===== config.mk =====
export PLATFORM = sky130hd
export DESIGN_NAME = deep_sleep_state_sequencer
export DESIGN_NICKNAME = d
export VERILOG_FILES = /design/src/rtl/deep_sleep_pkg.sv /design/src/rtl/ds_down_counter.sv /design/src/rtl/ds_wake_filter.sv /design/src/rtl/deep_sleep_state_sequencer.sv
export VERILOG_INCLUDE_DIRS = /design/src /design/src/rtl
export SDC_FILE = /design/constraint.sdc
export NUM_CORES = 1
export LEC_CHECK = 0
export ABC_AREA = 1
export BUFFER_PORTS_ARGS = -buffer_cell sky130_fd_sc_hd__buf_2
export CORE_MARGIN = 2
export CORE_UTILIZATION = 50
export DETAILED_ROUTE_END_ITERATION = 7
export PLACE_DENSITY = 0.77
export SYNTH_ARGS = -nofsm -noshare
export SYNTH_HDL_FRONTEND = slang
export SYNTH_HIERARCHICAL = 1
export SYNTH_SLANG_ARGS = --single-unit

===== constraint.sdc =====
create_clock -name clock_i -period 5.87 [get_ports clock_i]
set_clock_uncertainty 0.2 [all_clocks]
set_input_delay 0.587 -clock clock_i [delete_from_list [all_inputs] [get_ports clock_i]]
set_output_delay 0.587 -clock clock_i [all_outputs]
set_load 0.005 [all_outputs]

===== src/rtl/deep_sleep_cfg.svh =====
// constants for the deep sleep state sequencer
`ifndef DEEP_SLEEP_CFG_SVH
`define DEEP_SLEEP_CFG_SVH
`define DS_WAKE_SRC_W 4
`define DS_TIMER_W 32
`define DS_MODE_STANDALONE 2'h0
`define DS_MODE_PSM 2'h1
`define DS_MODE_PSM_FALLBACK 2'h2
`define DS_BOOT_TIME_US 2000
`define DS_CLK_MHZ 25
`define DS_BOOT_CYCLES (`DS_BOOT_TIME_US * `DS_CLK_MHZ)
`define DS_WAKE_MARGIN 32'h00000010
`define DS_RST_WAKE_EN 4'h0
`endif


===== src/rtl/deep_sleep_pkg.sv =====
// types for the deep sleep state sequencer
package deep_sleep_pkg;
  typedef enum logic [1:0] {
    MODE_STANDALONE = 2'h0,
    MODE_PSM = 2'h1,
    MODE_PSM_FALLBACK = 2'h2,
    MODE_RSVD = 2'h3
  } sleep_mode_t;
  typedef struct packed {
    logic app_cpu_on;
    logic modem_cpu_on;
    logic detach_req;
    logic attach_req;
    logic tau_req;
  } power_ctl_t;
endpackage


===== src/rtl/ds_down_counter.sv =====
// loadable down counter that pulses when it reaches zero
`timescale 1ns/100ps
module ds_down_counter #(
  parameter int WIDTH = 32
) (
  // clock and reset
  input wire logic clock_i,
  input wire logic arst_n_i,
  // control
  input wire logic load_i,
  input wire logic [WIDTH-1:0] value_i,
  input wire logic run_i,
  // status
  output logic done_o,
  output logic busy_o
);
  logic [WIDTH-1:0] count_reg;
  logic [WIDTH-1:0] count_next;
  logic done_reg;
  logic done_next;
  always_comb begin
    count_next = count_reg;
    done_next = 1'b0;
    if (load_i) begin
      count_next = value_i;
    end else if (run_i && count_reg != '0) begin
      count_next = count_reg - WIDTH'(1);
      done_next = (count_reg == WIDTH'(1));
    end
  end
  always_ff @(posedge clock_i or negedge arst_n_i) begin
    if (!arst_n_i) begin
      count_reg <= '0;
      done_reg <= 1'b0;
    end else begin
      count_reg <= count_next;
      done_reg <= done_next;
    end
  end
  assign done_o = done_reg;
  assign busy_o = (count_reg != '0);
endmodule


===== src/rtl/ds_wake_filter.sv =====
// gates wake events with the enabled source set
`timescale 1ns/100ps
module ds_wake_filter #(
  parameter int N = 4
) (
  // clock and reset
  input wire logic clock_i,
  input wire logic arst_n_i,
  // sources
  input wire logic [N-1:0] event_i,
  input wire logic [N-1:0] enable_i,
  input wire logic arm_i,
  // result
  output logic wake_o,
  output logic [N-1:0] cause_o
);
  logic [N-1:0] cause_reg;
  logic [N-1:0] cause_next;
  logic wake_reg;
  logic wake_next;
  always_comb begin
    cause_next = cause_reg;
    wake_next = 1'b0;
    // disabled sources never wake the device
    if (arm_i && |(event_i & enable_i)) begin
      cause_next = event_i & enable_i;
      wake_next = 1'b1;
    end
  end
  always_ff @(posedge clock_i or negedge arst_n_i) begin
    if (!arst_n_i) begin
      cause_reg <= '0;
      wake_reg <= 1'b0;
    end else begin
      cause_reg <= cause_next;
      wake_reg <= wake_next;
    end
  end
  assign wake_o = wake_reg;
  assign cause_o = cause_reg;
endmodule


===== src/rtl/deep_sleep_state_sequencer.sv =====
// sequencer for entry to and exit from the deepest sleep state
// What this block does
// - sleep only via standalone or PSM; processor off
// - leaving sleep always reboots: standalone into Active, PSM into TAU
// - three sleep mode selections accepted
// - stay asleep until an enabled wake
// - standalone works regardless of network support
// - standalone entry detaches first, then sleeps
// - standalone wake: boot, reattach, stay Active
// - PSM sleeps keeping registration context
// - PSM wake: boot then send TAU
// - after TAU, inactivity timeout re-enters sleep
// - wake config kept; changed only while active
// - power-on goes Active or sleep by request
// - wake timer, shortened below TAU in PSM
`include "deep_sleep_cfg.svh"
`timescale 1ns/100ps
module deep_sleep_state_sequencer #(
  parameter int WAKE_W = `DS_WAKE_SRC_W,
  parameter int TIMER_W = `DS_TIMER_W,
  parameter int BOOT_CYCLES = `DS_BOOT_CYCLES
) (
  // clock and reset
  input wire logic clock_i,
  input wire logic arst_n_i,
  // power-on strap, active low turn-on request
  input wire logic power_on_n_i,
  // host configuration
  input wire deep_sleep_pkg::sleep_mode_t mode_i,
  input wire logic [WAKE_W-1:0] wake_en_i,
  input wire logic wake_en_we_i,
  input wire logic [TIMER_W-1:0] wake_timer_i,
  input wire logic sleep_req_i,
  // network side
  input wire logic attached_i,
  input wire logic detach_done_i,
  input wire logic attach_done_i,
  input wire logic psm_granted_i,
  input wire logic psm_rejected_i,
  input wire logic [TIMER_W-1:0] tau_timer_i,
  input wire logic [TIMER_W-1:0] inactivity_i,
  input wire logic tau_sent_i,
  input wire logic traffic_i,
  // wake sources, one pulse per trigger
  input wire logic [WAKE_W-1:0] wake_event_i,
  // power control and status
  output deep_sleep_pkg::power_ctl_t ctl_o,
  output logic asleep_o,
  output logic active_o,
  output logic psm_cycle_o,
  output logic [WAKE_W-1:0] wake_en_o,
  output logic [WAKE_W-1:0] wake_cause_o,
  output logic mode_err_o
);
  typedef enum logic [8:0] {
    ST_POWERUP = 9'h001,
    ST_ACTIVE = 9'h002,
    ST_NEGOTIATE = 9'h004,
    ST_DETACH = 9'h008,
    ST_SLEEP = 9'h010,
    ST_BOOT = 9'h020,
    ST_ATTACH = 9'h040,
    ST_TAU = 9'h080,
    ST_PSM_IDLE = 9'h100
  } seq_state_t;

  seq_state_t state_reg;
  seq_state_t state_next;
  logic psm_reg;
  logic psm_next;
  logic [WAKE_W-1:0] wake_en_reg;
  logic [WAKE_W-1:0] wake_en_next;
  logic [TIMER_W-1:0] inact_reg;
  logic [TIMER_W-1:0] inact_next;
  logic err_reg;
  logic err_next;
  logic [TIMER_W-1:0] boot_count_reg;
  logic [TIMER_W-1:0] boot_count_next;
  deep_sleep_pkg::power_ctl_t ctl_reg;
  deep_sleep_pkg::power_ctl_t ctl_next;

  // timer wake and filtered wake
  logic timer_load;
  logic [TIMER_W-1:0] timer_value;
  logic timer_done;
  logic ext_wake;
  logic [WAKE_W-1:0] ext_cause;
  logic inact_load;
  logic inact_done;

  function automatic logic mode_is_psm(input deep_sleep_pkg::sleep_mode_t m);
    mode_is_psm = (m == deep_sleep_pkg::MODE_PSM) || (m == deep_sleep_pkg::MODE_PSM_FALLBACK);
  endfunction

  // in PSM the wake timer leads the TAU timer by DS_WAKE_MARGIN cycles, whatever BOOT_CYCLES is
  always_comb begin
    timer_value = wake_timer_i;
    if (psm_next) begin
      if (tau_timer_i > TIMER_W'(`DS_WAKE_MARGIN)) begin
        timer_value = tau_timer_i - TIMER_W'(`DS_WAKE_MARGIN);
      end else begin
        // a tiny TAU value still loads a count of one, a two-cycle sleep, rather than a count that never fires
        timer_value = TIMER_W'(1);
      end
    end
  end

  assign timer_load = (state_reg != ST_SLEEP) && (state_next == ST_SLEEP);
  assign inact_load = (state_reg == ST_TAU && tau_sent_i) || (state_reg == ST_PSM_IDLE && traffic_i);

  // a zero load never fires, so a standalone sleep without timer waits on pins only
  ds_down_counter #(
    .WIDTH(TIMER_W)
  ) u_wake_timer (
    .clock_i(clock_i),
    .arst_n_i(arst_n_i),
    .load_i(timer_load),
    .value_i(timer_value),
    .run_i(state_reg == ST_SLEEP),
    .done_o(timer_done),
    .busy_o()
  );

  // traffic keeps reloading the count, so only a full quiet spell ends the period
  ds_down_counter #(
    .WIDTH(TIMER_W)
  ) u_inactivity (
    .clock_i(clock_i),
    .arst_n_i(arst_n_i),
    .load_i(inact_load),
    .value_i(inact_reg),
    .run_i(state_reg == ST_PSM_IDLE && !traffic_i),
    .done_o(inact_done),
    .busy_o()
  );

  ds_wake_filter #(
    .N(WAKE_W)
  ) u_wake_filter (
    .clock_i(clock_i),
    .arst_n_i(arst_n_i),
    .event_i(wake_event_i),
    .enable_i(wake_en_reg),
    .arm_i(state_reg == ST_SLEEP),
    .wake_o(ext_wake),
    .cause_o(ext_cause)
  );

  always_comb begin
    state_next = state_reg;
    psm_next = psm_reg;
    wake_en_next = wake_en_reg;
    inact_next = inact_reg;
    err_next = err_reg;
    boot_count_next = boot_count_reg;
    ctl_next = ctl_reg;
    ctl_next.tau_req = 1'b0;
    ctl_next.detach_req = 1'b0;
    ctl_next.attach_req = 1'b0;
    // wake set is kept across cycles and only written while awake
    if (wake_en_we_i && (state_reg == ST_ACTIVE || state_reg == ST_PSM_IDLE)) begin
      wake_en_next = wake_en_i;
    end
    unique case (state_reg)
      ST_POWERUP: begin
        // strap sampled after reset release
        if (!power_on_n_i) begin
          state_next = ST_BOOT;
        end else begin
          psm_next = 1'b0;
          state_next = ST_SLEEP;
        end
      end
      ST_ACTIVE: begin
        if (sleep_req_i) begin
          err_next = (mode_i == deep_sleep_pkg::MODE_RSVD);
          if (mode_is_psm(mode_i)) begin
            state_next = ST_NEGOTIATE;
          end else if (mode_i == deep_sleep_pkg::MODE_STANDALONE) begin
            // standalone needs no PSM grant from the network, only a detach answer when attached
            psm_next = 1'b0;
            state_next = attached_i ? ST_DETACH : ST_SLEEP;
            ctl_next.detach_req = attached_i;
          end
        end
      end
      ST_NEGOTIATE: begin
        if (psm_granted_i) begin
          psm_next = 1'b1;
          inact_next = inactivity_i;
          state_next = ST_SLEEP;
        end else if (psm_rejected_i) begin
          if (mode_i == deep_sleep_pkg::MODE_PSM_FALLBACK) begin
            psm_next = 1'b0;
            state_next = attached_i ? ST_DETACH : ST_SLEEP;
            ctl_next.detach_req = attached_i;
          end else begin
            // without fallback the host is left in Active to choose again
            state_next = ST_ACTIVE;
          end
        end
      end
      ST_DETACH: begin
        if (detach_done_i) begin
          state_next = ST_SLEEP;
        end
      end
      ST_SLEEP: begin
        // only an enabled source or the wake timer ends sleep
        if (ext_wake || timer_done) begin
          boot_count_next = TIMER_W'(BOOT_CYCLES);
          state_next = ST_BOOT;
        end
      end
      ST_BOOT: begin
        // both processors are up before the network hears from the device
        if (boot_count_reg <= TIMER_W'(1)) begin
          boot_count_next = '0;
          state_next = psm_reg ? ST_TAU : ST_ATTACH;
          ctl_next.tau_req = psm_reg;
          ctl_next.attach_req = !psm_reg;
        end else begin
          boot_count_next = boot_count_reg - TIMER_W'(1);
        end
      end
      ST_ATTACH: begin
        if (attach_done_i) begin
          state_next = ST_ACTIVE;
        end
      end
      ST_TAU: begin
        if (tau_sent_i) begin
          state_next = ST_PSM_IDLE;
        end
      end
      ST_PSM_IDLE: begin
        if (inact_done) begin
          state_next = ST_SLEEP;
        end
      end
      default: begin
        state_next = ST_POWERUP;
      end
    endcase
    // parking the outside pin drivers while asleep is the host's job, not policed here
    // processor power follows the state; off only in sleep
    ctl_next.app_cpu_on = (state_next != ST_SLEEP);
    ctl_next.modem_cpu_on = (state_next != ST_SLEEP);
  end

  always_ff @(posedge clock_i or negedge arst_n_i) begin
    if (!arst_n_i) begin
      state_reg <= ST_POWERUP;
      psm_reg <= 1'b0;
      wake_en_reg <= WAKE_W'(`DS_RST_WAKE_EN);
      inact_reg <= '0;
      err_reg <= 1'b0;
      boot_count_reg <= '0;
      ctl_reg <= '0;
    end else begin
      state_reg <= state_next;
      psm_reg <= psm_next;
      wake_en_reg <= wake_en_next;
      inact_reg <= inact_next;
      err_reg <= err_next;
      boot_count_reg <= boot_count_next;
      ctl_reg <= ctl_next;
    end
  end

  // cause of the last wake, zero for a timer wake; held until the next wake
  logic [WAKE_W-1:0] cause_hold_reg;
  logic [WAKE_W-1:0] cause_hold_next;
  always_comb begin
    cause_hold_next = cause_hold_reg;
    if (ext_wake) begin
      cause_hold_next = ext_cause;
    end else if (timer_done) begin
      cause_hold_next = '0;
    end
  end
  always_ff @(posedge clock_i or negedge arst_n_i) begin
    if (!arst_n_i) begin
      cause_hold_reg <= '0;
    end else begin
      cause_hold_reg <= cause_hold_next;
    end
  end

  // status is decoded from the state register, so it shows one cycle after a request
  assign ctl_o = ctl_reg;
  assign asleep_o = (state_reg == ST_SLEEP);
  assign active_o = (state_reg == ST_ACTIVE) || (state_reg == ST_PSM_IDLE);
  assign psm_cycle_o = psm_reg;
  assign wake_en_o = wake_en_reg;
  assign wake_cause_o = cause_hold_reg;
  assign mode_err_o = err_reg;
endmodule


==> results.cfg, run 1 <==
[worst_setup_path]
crit_start = state_reg[4]
reg2reg_from = state_reg[4]
path_buf_inv = 5
rr_endpoint = u_wake_timer/count_reg[8]
cp_top_family = simple AND/OR/NAND/NOR gates
max_stage_delay_ns = 0.43
crit_type = reg2reg
crit_fanout = 38
cp-end-kind = register
arrival_ns = 3.43
start_kind = register
cp_slowest_cell = dfrtp_1
crit_cells = 16
worstPathRequired_ns = 5.99
reg2reg_depth = 16
regToRegSetupSlack_ns = 2.56
crit_path_frequent_cell = nand2_1
cp_cell_sequence = nor2_4, nand2_4, nor2_2, nand2_1, inv_1, nand3_1, nor2_1, nor2_1, nand2_1, buf_4, inv_1, buf_4, nand2_4, inv_2, nand2_1, nand2_1

[hold_path]
hold_class = in2reg
hold_path.startpoint = detach_done_i
holdPathStages = 2
hold_end = state_reg[3]

[yosys]
syn_nets = 1941
ys_warn_count = 6
avgSynthCellArea_um2 = 6.46
syn_inst = 1812
synthesis.area_um2 = 11700

[routing]
vias = 12000
drc = 0
drt_iter0_drc = 818
ant_nets = 0
drtPass1Iterations = 5
routed_via_density = 5.30
wl_per_cell_um = 14.2
wl_um = 32100

[floorplan]
start_util_pct = 50.4
num_rows = 56
die_w_um = 157
boundaryPins = 135
core_region_area_um2 = 23300
dieArea_um2 = 24700
fp.dieH_um = 157

[timing]
relSlewSlack_pct = 30.3
slew_viol_final = 0
hold_violations = 0
setup_violations = 0
max_freq_ghz = 0.302
fin_setup_tns_ns = 0
rsz0062_at_grt = no
period_share_pct = 56.4
finalCriticalPeriod_ns = 3.31
worst_pin_slew_ns = 1.05

[placed_design]
place.port_buffers = 134
gp_congestion = 0.984
dp_hpwl_um = 24600

[clock_network]
cts_tree = done
numCtsBuffers = 17
cts_max_level = 4
clk_pin_slew_ns = 0.07
cts_root_buf = clkbuf_16
post_cts_resized = 0
hold_buffers = 1
postCtsSetupBuffers = 0
clk_path_buf_depth = 2
insertion_delay_ns = 0.43
clock-sinks = 158

[final_layout]
areaGrowthSynthToFinish_pct = 13.0
nNetsFinal = 2062
post-route-util_pct = 56.9
fillers = 2275
n_antenna_cell = 0
drive_gt1_share_pct = 15.2

[power_and_ir_drop]
vdd_drop_max_mv = 0.243
power_density_nw_per_um2 = 368
p_leak_nw = 7.17

[global_route]
track_usage_pct = 26.6
grt_start_max_net_pins = 84
grt_pass1_wl_um = 53200
antenna_found_initial = 0
grt-ovfl-total = 0
grt_pass1_vias = 11200

[outcome]
status = finished clean

[flow_run]
maxCapViolCount = 0
## how the worst max path moves through the flow
stage	slack [ns]	to
after floorplan	3.47	u_wake_timer/count_reg[12]
after global placement	2.63	u_wake_timer/count_reg[12]
after detailed placement	2.52	u_wake_timer/count_reg[8]
after CTS	2.63	u_wake_timer/count_reg[8]
after global routing	2.25	u_wake_timer/count_reg[12]
final	2.56	u_wake_timer/count_reg[8]
## placed cells by master, fill, tap and decap left out, types with 2 or more instances in the layout
master,n
nand2_1,646
nor2_1,281
nand3_1,201
inv_1,186
dfrtp_1,157
buf_2,133
o21ai_0,45
nand4_1,35
mux2_2,32
xor2_1,23
o21ai_2,21
clkbuf_16,17
nand2_2,16
nor2_2,15
a21oi_1,14
nor3_1,12
xnor2_1,11
ha_1,11
inv_2,8
nand3b_1,8
buf_4,8
nor2_4,7
nand2_4,7
o211ai_1,5
or2_2,5
inv_8,5
a22o_1,4
nor2_8,3
o21ai_4,3
o22ai_1,3
bufinv_16,3
clkinvlp_4,3
inv_6,3
nor3_2,2
## area by class of cell
cell class                 count  area (µm²)  area share, %
inverter                     194         728           5.50
sequential                   158        3960           29.9
clock inverter                15         200           1.51
clock buffer                  17         425           3.21
tap                          319         399           3.02
multi-input combinational   1419        6780           51.2
timing repair buffer         143         747           5.64
## stage by stage
| stage | worst slack [ns] | hold WS, ns | area (µm²) | std cells | total power (W) |
|---|---|---|---|---|---|
| 2_1_floorplan | 3.47 | 0.0914 | 11700 | 1812 | 0.00318 |
| 3_3_place_gp | 2.63 | 0.199 | 12600 | 2232 | 0.00362 |
| 3_5_place_dp | 2.52 | 0.198 | 12600 | 2232 | 0.00365 |
| 4_1_cts | 2.63 | 0.166 | 13200 | 2265 | 0.00486 |
| 5_1_grt | 2.25 | 0.164 | 13200 | 2265 | 0.00525 |
| 6_report | 2.56 | 0.175 | 13200 | 2265 | 0.00487 |
## layer usage
metal	GRT usage [%]	wire length, µm	share of wire, %	vias up
met5	0	0	0	-
met4	8.74	788	2.5	0
met3	3.41	1710	5.3	58
met2	46.1	15500	48	407
met1	34.6	14100	44	5575
li1	-	-	-	5966
## power by group
group	switching (W)	internal [W]
registers	0.000243	0.00130
logic	0.00145	0.000692
clock network	0.000500	0.000687
total	0.00219	0.00267
No activity file was read; power rests on OpenSTA's default activity.
==> run 2, diff against run 1 <==
Settings changed: ABC_AREA 1 to 0, PLACE_DENSITY 0.77 to 0.78.
Clock period 5.87 ns to 3.43 ns, I/O delays scaled along.
==> run 2 against run 1 <==
Synthesized area shrank 12%; first-iteration DRC count grew 6.2%; design area shrank 6.9%; non-clock buffer count grew 75; synthesized cell count shrank 38%; power grew 42%; maximum frequency grew 6.5%; flip-flop and latch count is the same; die area shrank 12%; worst hold slack lost 0.14 ns; register-to-register slack lost 2.2 ns; sequential power grew 78%; critical path type unchanged; highest routed layer unchanged.
==> results.cfg, run 2 <==
[worst_setup_path]
arrival_ns = 3.28
worstPathRequired_ns = 3.60
cp-end-kind = register
crit_type = reg2reg
start_kind = register
crit_fanout = 24

[yosys]
syn_nets = 1256
synthesis.area_um2 = 10300
async_flop_share_pct = 100
synth_area_leader_cell = dfrtp_1
syn_inst = 1127
synthXorXnorAreaFrac_pct = 2.13
synth_common_cells = dfrtp_1 (157), nor2_1 (103), mux2_2 (71)
synthTopCellsByArea = dfrtp_1 (38%), mux2_2 (7.8%), or4_1 (3.8%)
synth_top_family_by_area = simple AND/OR/NAND/NOR gates
ys_seq_area_share_pct = 38.5
ys_seq_elements = 158
synth_edf_count = 0
ys_types = 73
synth-adder-area-share_pct = 1.34
ys_warn_count = 6
synth_compound_area_share_pct = 17.6
avgSynthCellArea_um2 = 9.12
synth_mux_area_share_pct = 8.07
synth_simple_gate_area_share_pct = 28.2
synth_most_common_cell = dfrtp_1
synth-main-ff-cell = dfrtp_1
synth_top_area_share_pct = 38.2

[routing]
ant_nets = 0
wl_per_cell_um = 17.8
drtPass1Iterations = 6
routed_via_density = 6.26
wl_um = 28100
drt_iter0_drc = 869
drc = 0
vias = 9864

[global_route]
grt-ovfl-total = 0
grt_start_max_net_pins = 84
track_usage_pct = 26.0
antenna_found_initial = 0
grt_pass1_wl_um = 46300
grt_pass1_vias = 9263

[timing]
fin_setup_tns_ns = 0
period_share_pct = 90.7
finalCriticalPeriod_ns = 3.11
slew_viol_final = 0
rsz0062_at_grt = no
max_freq_ghz = 0.322
relSlewSlack_pct = 48.9
hold_violations = 0
worst_pin_slew_ns = 0.766
setup_violations = 0

[clock_network]
insertion_delay_ns = 0.44
clock-sinks = 158
numCtsBuffers = 17
clk_pin_slew_ns = 0.07
postCtsSetupBuffers = 0
cts_max_level = 4
clk_path_buf_depth = 2
cts_root_buf = clkbuf_16
cts_tree = done
post_cts_resized = 0

[final_layout]
n_antenna_cell = 0
areaGrowthSynthToFinish_pct = 19.8
final_common_cell = dfrtp_1
mostFrequentLayoutCells = dfrtp_1 (157), buf_2 (133), nor2_1 (103)
nNetsFinal = 1421
fillers = 1710
drive_gt1_share_pct = 25.4

[placed_design]
dp_hpwl_um = 19600
place.port_buffers = 134
gp_congestion = 0.973

[power_and_ir_drop]
vdd_drop_max_mv = 0.406
total_power_w = 0.00693
power_density_nw_per_um2 = 563
p_leak_nw = 5.18

[floorplan]
die_w_um = 147
fp.dieH_um = 147
num_rows = 52
core_region_area_um2 = 20200
start_util_pct = 50.8
boundaryPins = 135
dieArea_um2 = 21700

[hold_path]
hold_class = in2reg

[outcome]
status = finished clean

[flow_run]
maxCapViolCount = 0
-- run 2: metal layers --
layer / vias to the layer above / GRT usage (%) / routed length (µm)
met4: 0 / 9.38 / 828
met1: 4779 / 34.0 / 11900
li1: 4653 / - / -
met3: 66 / 4.26 / 1430
met5: - / 0 / 0
met2: 366 / 43.8 / 13900
-- run 2: kinds of logic (layout without fill, tap and decap cells) --
family	Yosys count	count (layout)
AO/OA/AOI/OAI	259	259
buffers and inverters	104	282
AND/OR/NAND/NOR	496	496
XOR/XNOR	25	25
multiplexers	74	74
flip-flops	158	158
adder cells (fa/ha/maj)	11	11
-- run 2: cell type report --
| type | count | area (µm²) | share of cell area [%] |
|---|---|---|---|
| Multi-Input combinational cell | 865 | 5920 | 48.1 |
| Timing Repair Buffer | 218 | 1410 | 11.4 |
| Sequential cell | 158 | 3960 | 32.1 |
| Clock inverter | 15 | 149 | 1.21 |
| Clock buffer | 17 | 425 | 3.45 |
| Tap cell | 270 | 338 | 2.74 |
| Inverter | 32 | 120 | 0.975 |
-- run 2: power by group --
group / total, W / leakage [nW] / internal (W) / switching, W
clock network: 0.00186 / 0.269 / 0.000964 / 0.000892
logic: 0.00234 / 2.87 / 0.000970 / 0.00137
registers: 0.00274 / 2.04 / 0.00225 / 0.000487
total: 0.00693 / 5.18 / 0.00418 / 0.00274
-- run 2: what timing repair did --
action / 4_1_cts / 5_1_grt
endpoints found under the setup margin: 0 / 0
hold endpoints to repair: 118 / 0
hold buffers: 39 / 0
-- run 2: path summary, 6_finish.rpt --
path | cells past startpoint | startpoint | end | slack, ns
max in group asynchronous | 3 | arst_n_i | inact_reg[8] | 1.81
worst min register to register | 2 | inact_reg[14] | u_inactivity/count_reg[14] | 0.29
min in group asynchronous | 2 | arst_n_i | boot_count_reg[18] | 0.32
worst max register to register | 7 | state_reg[1] | u_wake_timer/count_reg[5] | 0.32
worst max-delay path | 7 | state_reg[1] | u_wake_timer/count_reg[5] | 0.32
worst min-delay path | 4 | detach_done_i | state_reg[3] | 0.03
-- run 2: worst max-delay path, stage by stage (launching register included) --
cell	delay (ns)
dfrtp_1	0.46
or4_1	0.63
nor4_4	0.30
buf_4	0.33
inv_1	0.09
or4_1	0.50
or4_1	0.43
nand3_1	0.10
-- run 2: stage by stage --
step	worst slack [ns]	util [%]	area, µm²	hold slack [ns]	cells
2_1_floorplan	0.192	-	10300	-0.153	1127
3_3_place_gp	0.461	56.1	11300	0.240	1504
3_5_place_dp	0.352	56.1	11300	0.246	1504
4_1_cts	0.331	60.9	12300	0.0290	1575
5_1_grt	0.188	60.9	12300	0.0591	1575
6_report	0.320	60.9	12300	0.0335	1575
==> run 3, diff against run 2 <==
Clock period 3.43 ns to 3.9 ns, I/O delays scaled along.
==> run 3 against run 2 <==
Combinational power shrank 14%; design area shrank 1.8%; power is 13% lower; highest routed layer unchanged; first-iteration DRC count up 7.8%; clock power down 15%; register-to-register slack better by 0.16 ns; flip-flop and latch count stayed put; global-route usage decreased by 0.098 points.
==> results.cfg, run 3 (synthesis results as in run 2) <==
[global_route]
track_usage_pct = 25.9
grt_start_max_net_pins = 98
grt_pass1_vias = 9347
grt_pass1_wl_um = 46300
grt-ovfl-total = 0
antenna_found_initial = 0

[floorplan]
boundaryPins = 135
num_rows = 52
start_util_pct = 50.8
die_w_um = 147
core_region_area_um2 = 20200
dieArea_um2 = 21700
fp.dieH_um = 147

[hold_path]
hold_class = in2reg
holdPathStages = 2
hold_path.startpoint = inactivity_i[21]
hold_end = inact_reg[21]

[clock_network]
numCtsBuffers = 17
cts_root_buf = clkbuf_16
cts_max_level = 4
clk_path_buf_depth = 2
hold_buffers = 33
postCtsSetupBuffers = 0
insertion_delay_ns = 0.42
clock-sinks = 158
clk_pin_slew_ns = 0.07
post_cts_resized = 0
cts_tree = done

[final_layout]
fillers = 1714
fin_area_um2 = 12100
drive_gt1_share_pct = 24.3
multi_input_area_um2 = 5920
mostFrequentLayoutCells = dfrtp_1 (157), buf_2 (133), nor2_1 (103)
nNetsFinal = 1395
post-route-util_pct = 59.8
n_antenna_cell = 0
final_common_cell = dfrtp_1
areaGrowthSynthToFinish_pct = 17.6
ff_latch_area_um2 = 3960

[timing]
worst_pin_slew_ns = 0.887
rsz0062_at_grt = no
period_share_pct = 87.8
postLayoutSetupSlackWorst_ns = 0.478
slew_viol_final = 0
finalCriticalPeriod_ns = 3.42
relSlewSlack_pct = 40.9
hold_violations = 0
fin_setup_tns_ns = 0
setup_violations = 0
max_freq_ghz = 0.292
hold_slack_ns = 0.0255

[placed_design]
pre_cts_slack_ns = 0.516
dp_hpwl_um = 19200
place_area_um2 = 11200
gp_congestion = 0.941
place.port_buffers = 134

[worst_setup_path]
cp-end-kind = register
max_stage_delay_ns = 0.64
reg2reg_from = state_reg[8]
cp_top_family = simple AND/OR/NAND/NOR gates
cp_cell_sequence = or4_1, nor4_4, buf_4, nor3b_1, nand4_1, a31oi_1, a21boi_0, o31a_1
path_buf_inv = 1
worstPathRequired_ns = 4.00
reg2reg_depth = 8
regToRegSetupSlack_ns = 0.48
rr_endpoint = u_wake_timer/count_reg[18]
arrival_ns = 3.53
start_kind = register
cp_slowest_cell = or4_1
crit_fanout = 11
crit_type = reg2reg

[routing]
drt_iter0_drc = 937
drc = 0
drtPass1Iterations = 5
vias = 9821
ant_nets = 0
routed_via_density = 6.34
wl_um = 27700
wl_per_cell_um = 17.9

[flow_run]
maxCapViolCount = 0

[power_and_ir_drop]
p_leak_nw = 5.05
vdd_drop_max_mv = 0.320
power_density_nw_per_um2 = 497

[outcome]
status = finished clean
[run 3: changes by cell type in the layout (fill, tap and decap cells not counted), sizes merged]
cell / delta
clkinvlp: -1
clkinv: +1
clkbuf: +1
buf: -20
inv: -1
dlygate4sd3: -6
[run 3: through the flow]
stage | power, W | instances
final | 0.00601 | 1549
after global routing | 0.00640 | 1549
after CTS | 0.00599 | 1549
after detailed placement | 0.00437 | 1484
after global placement | 0.00430 | 1484
after floorplan | 0.00376 | 1127
[run 3: report_power, final]
group / switching, W / internal [W]
Sequential: 0.000440 / 0.00198
Combinational: 0.00118 / 0.000824
Clock: 0.000741 / 0.000837
[run 3: layout make-up]
type | count | share of cell area [%]
Multi-Input combinational cell | 865 | 49.0
Clock inverter | 14 | 1.02
Sequential cell | 158 | 32.7
Clock buffer | 18 | 3.55
Timing Repair Buffer | 192 | 9.98
Tap cell | 270 | 2.79
Inverter | 32 | 0.993
[run 3: worst max-delay path by stage]
stage                            endpoint    startpoint  cells past startpoint  slack (ns)
2_1_floorplan   u_wake_timer/count_reg[5]  state_reg[8]                      8        0.44
3_3_place_gp   u_wake_timer/count_reg[18]  state_reg[8]                      8        0.60
3_5_place_dp   u_wake_timer/count_reg[18]  state_reg[8]                      8        0.52
4_1_cts        u_wake_timer/count_reg[18]  state_reg[8]                      8        0.49
5_1_grt        u_wake_timer/count_reg[18]  state_reg[8]                      8        0.23
6_report       u_wake_timer/count_reg[18]  state_reg[8]                      8        0.48
[run 3: metal layers]
metal | vias to the layer above | GRT usage, % | part of all wire, %
met5 | - | 0 | 0
met4 | 0 | 7.36 | 2.2
met2 | 348 | 43.6 | 49
met1 | 4821 | 34.5 | 43
li1 | 4607 | - | -
met3 | 45 | 4.44 | 5.1
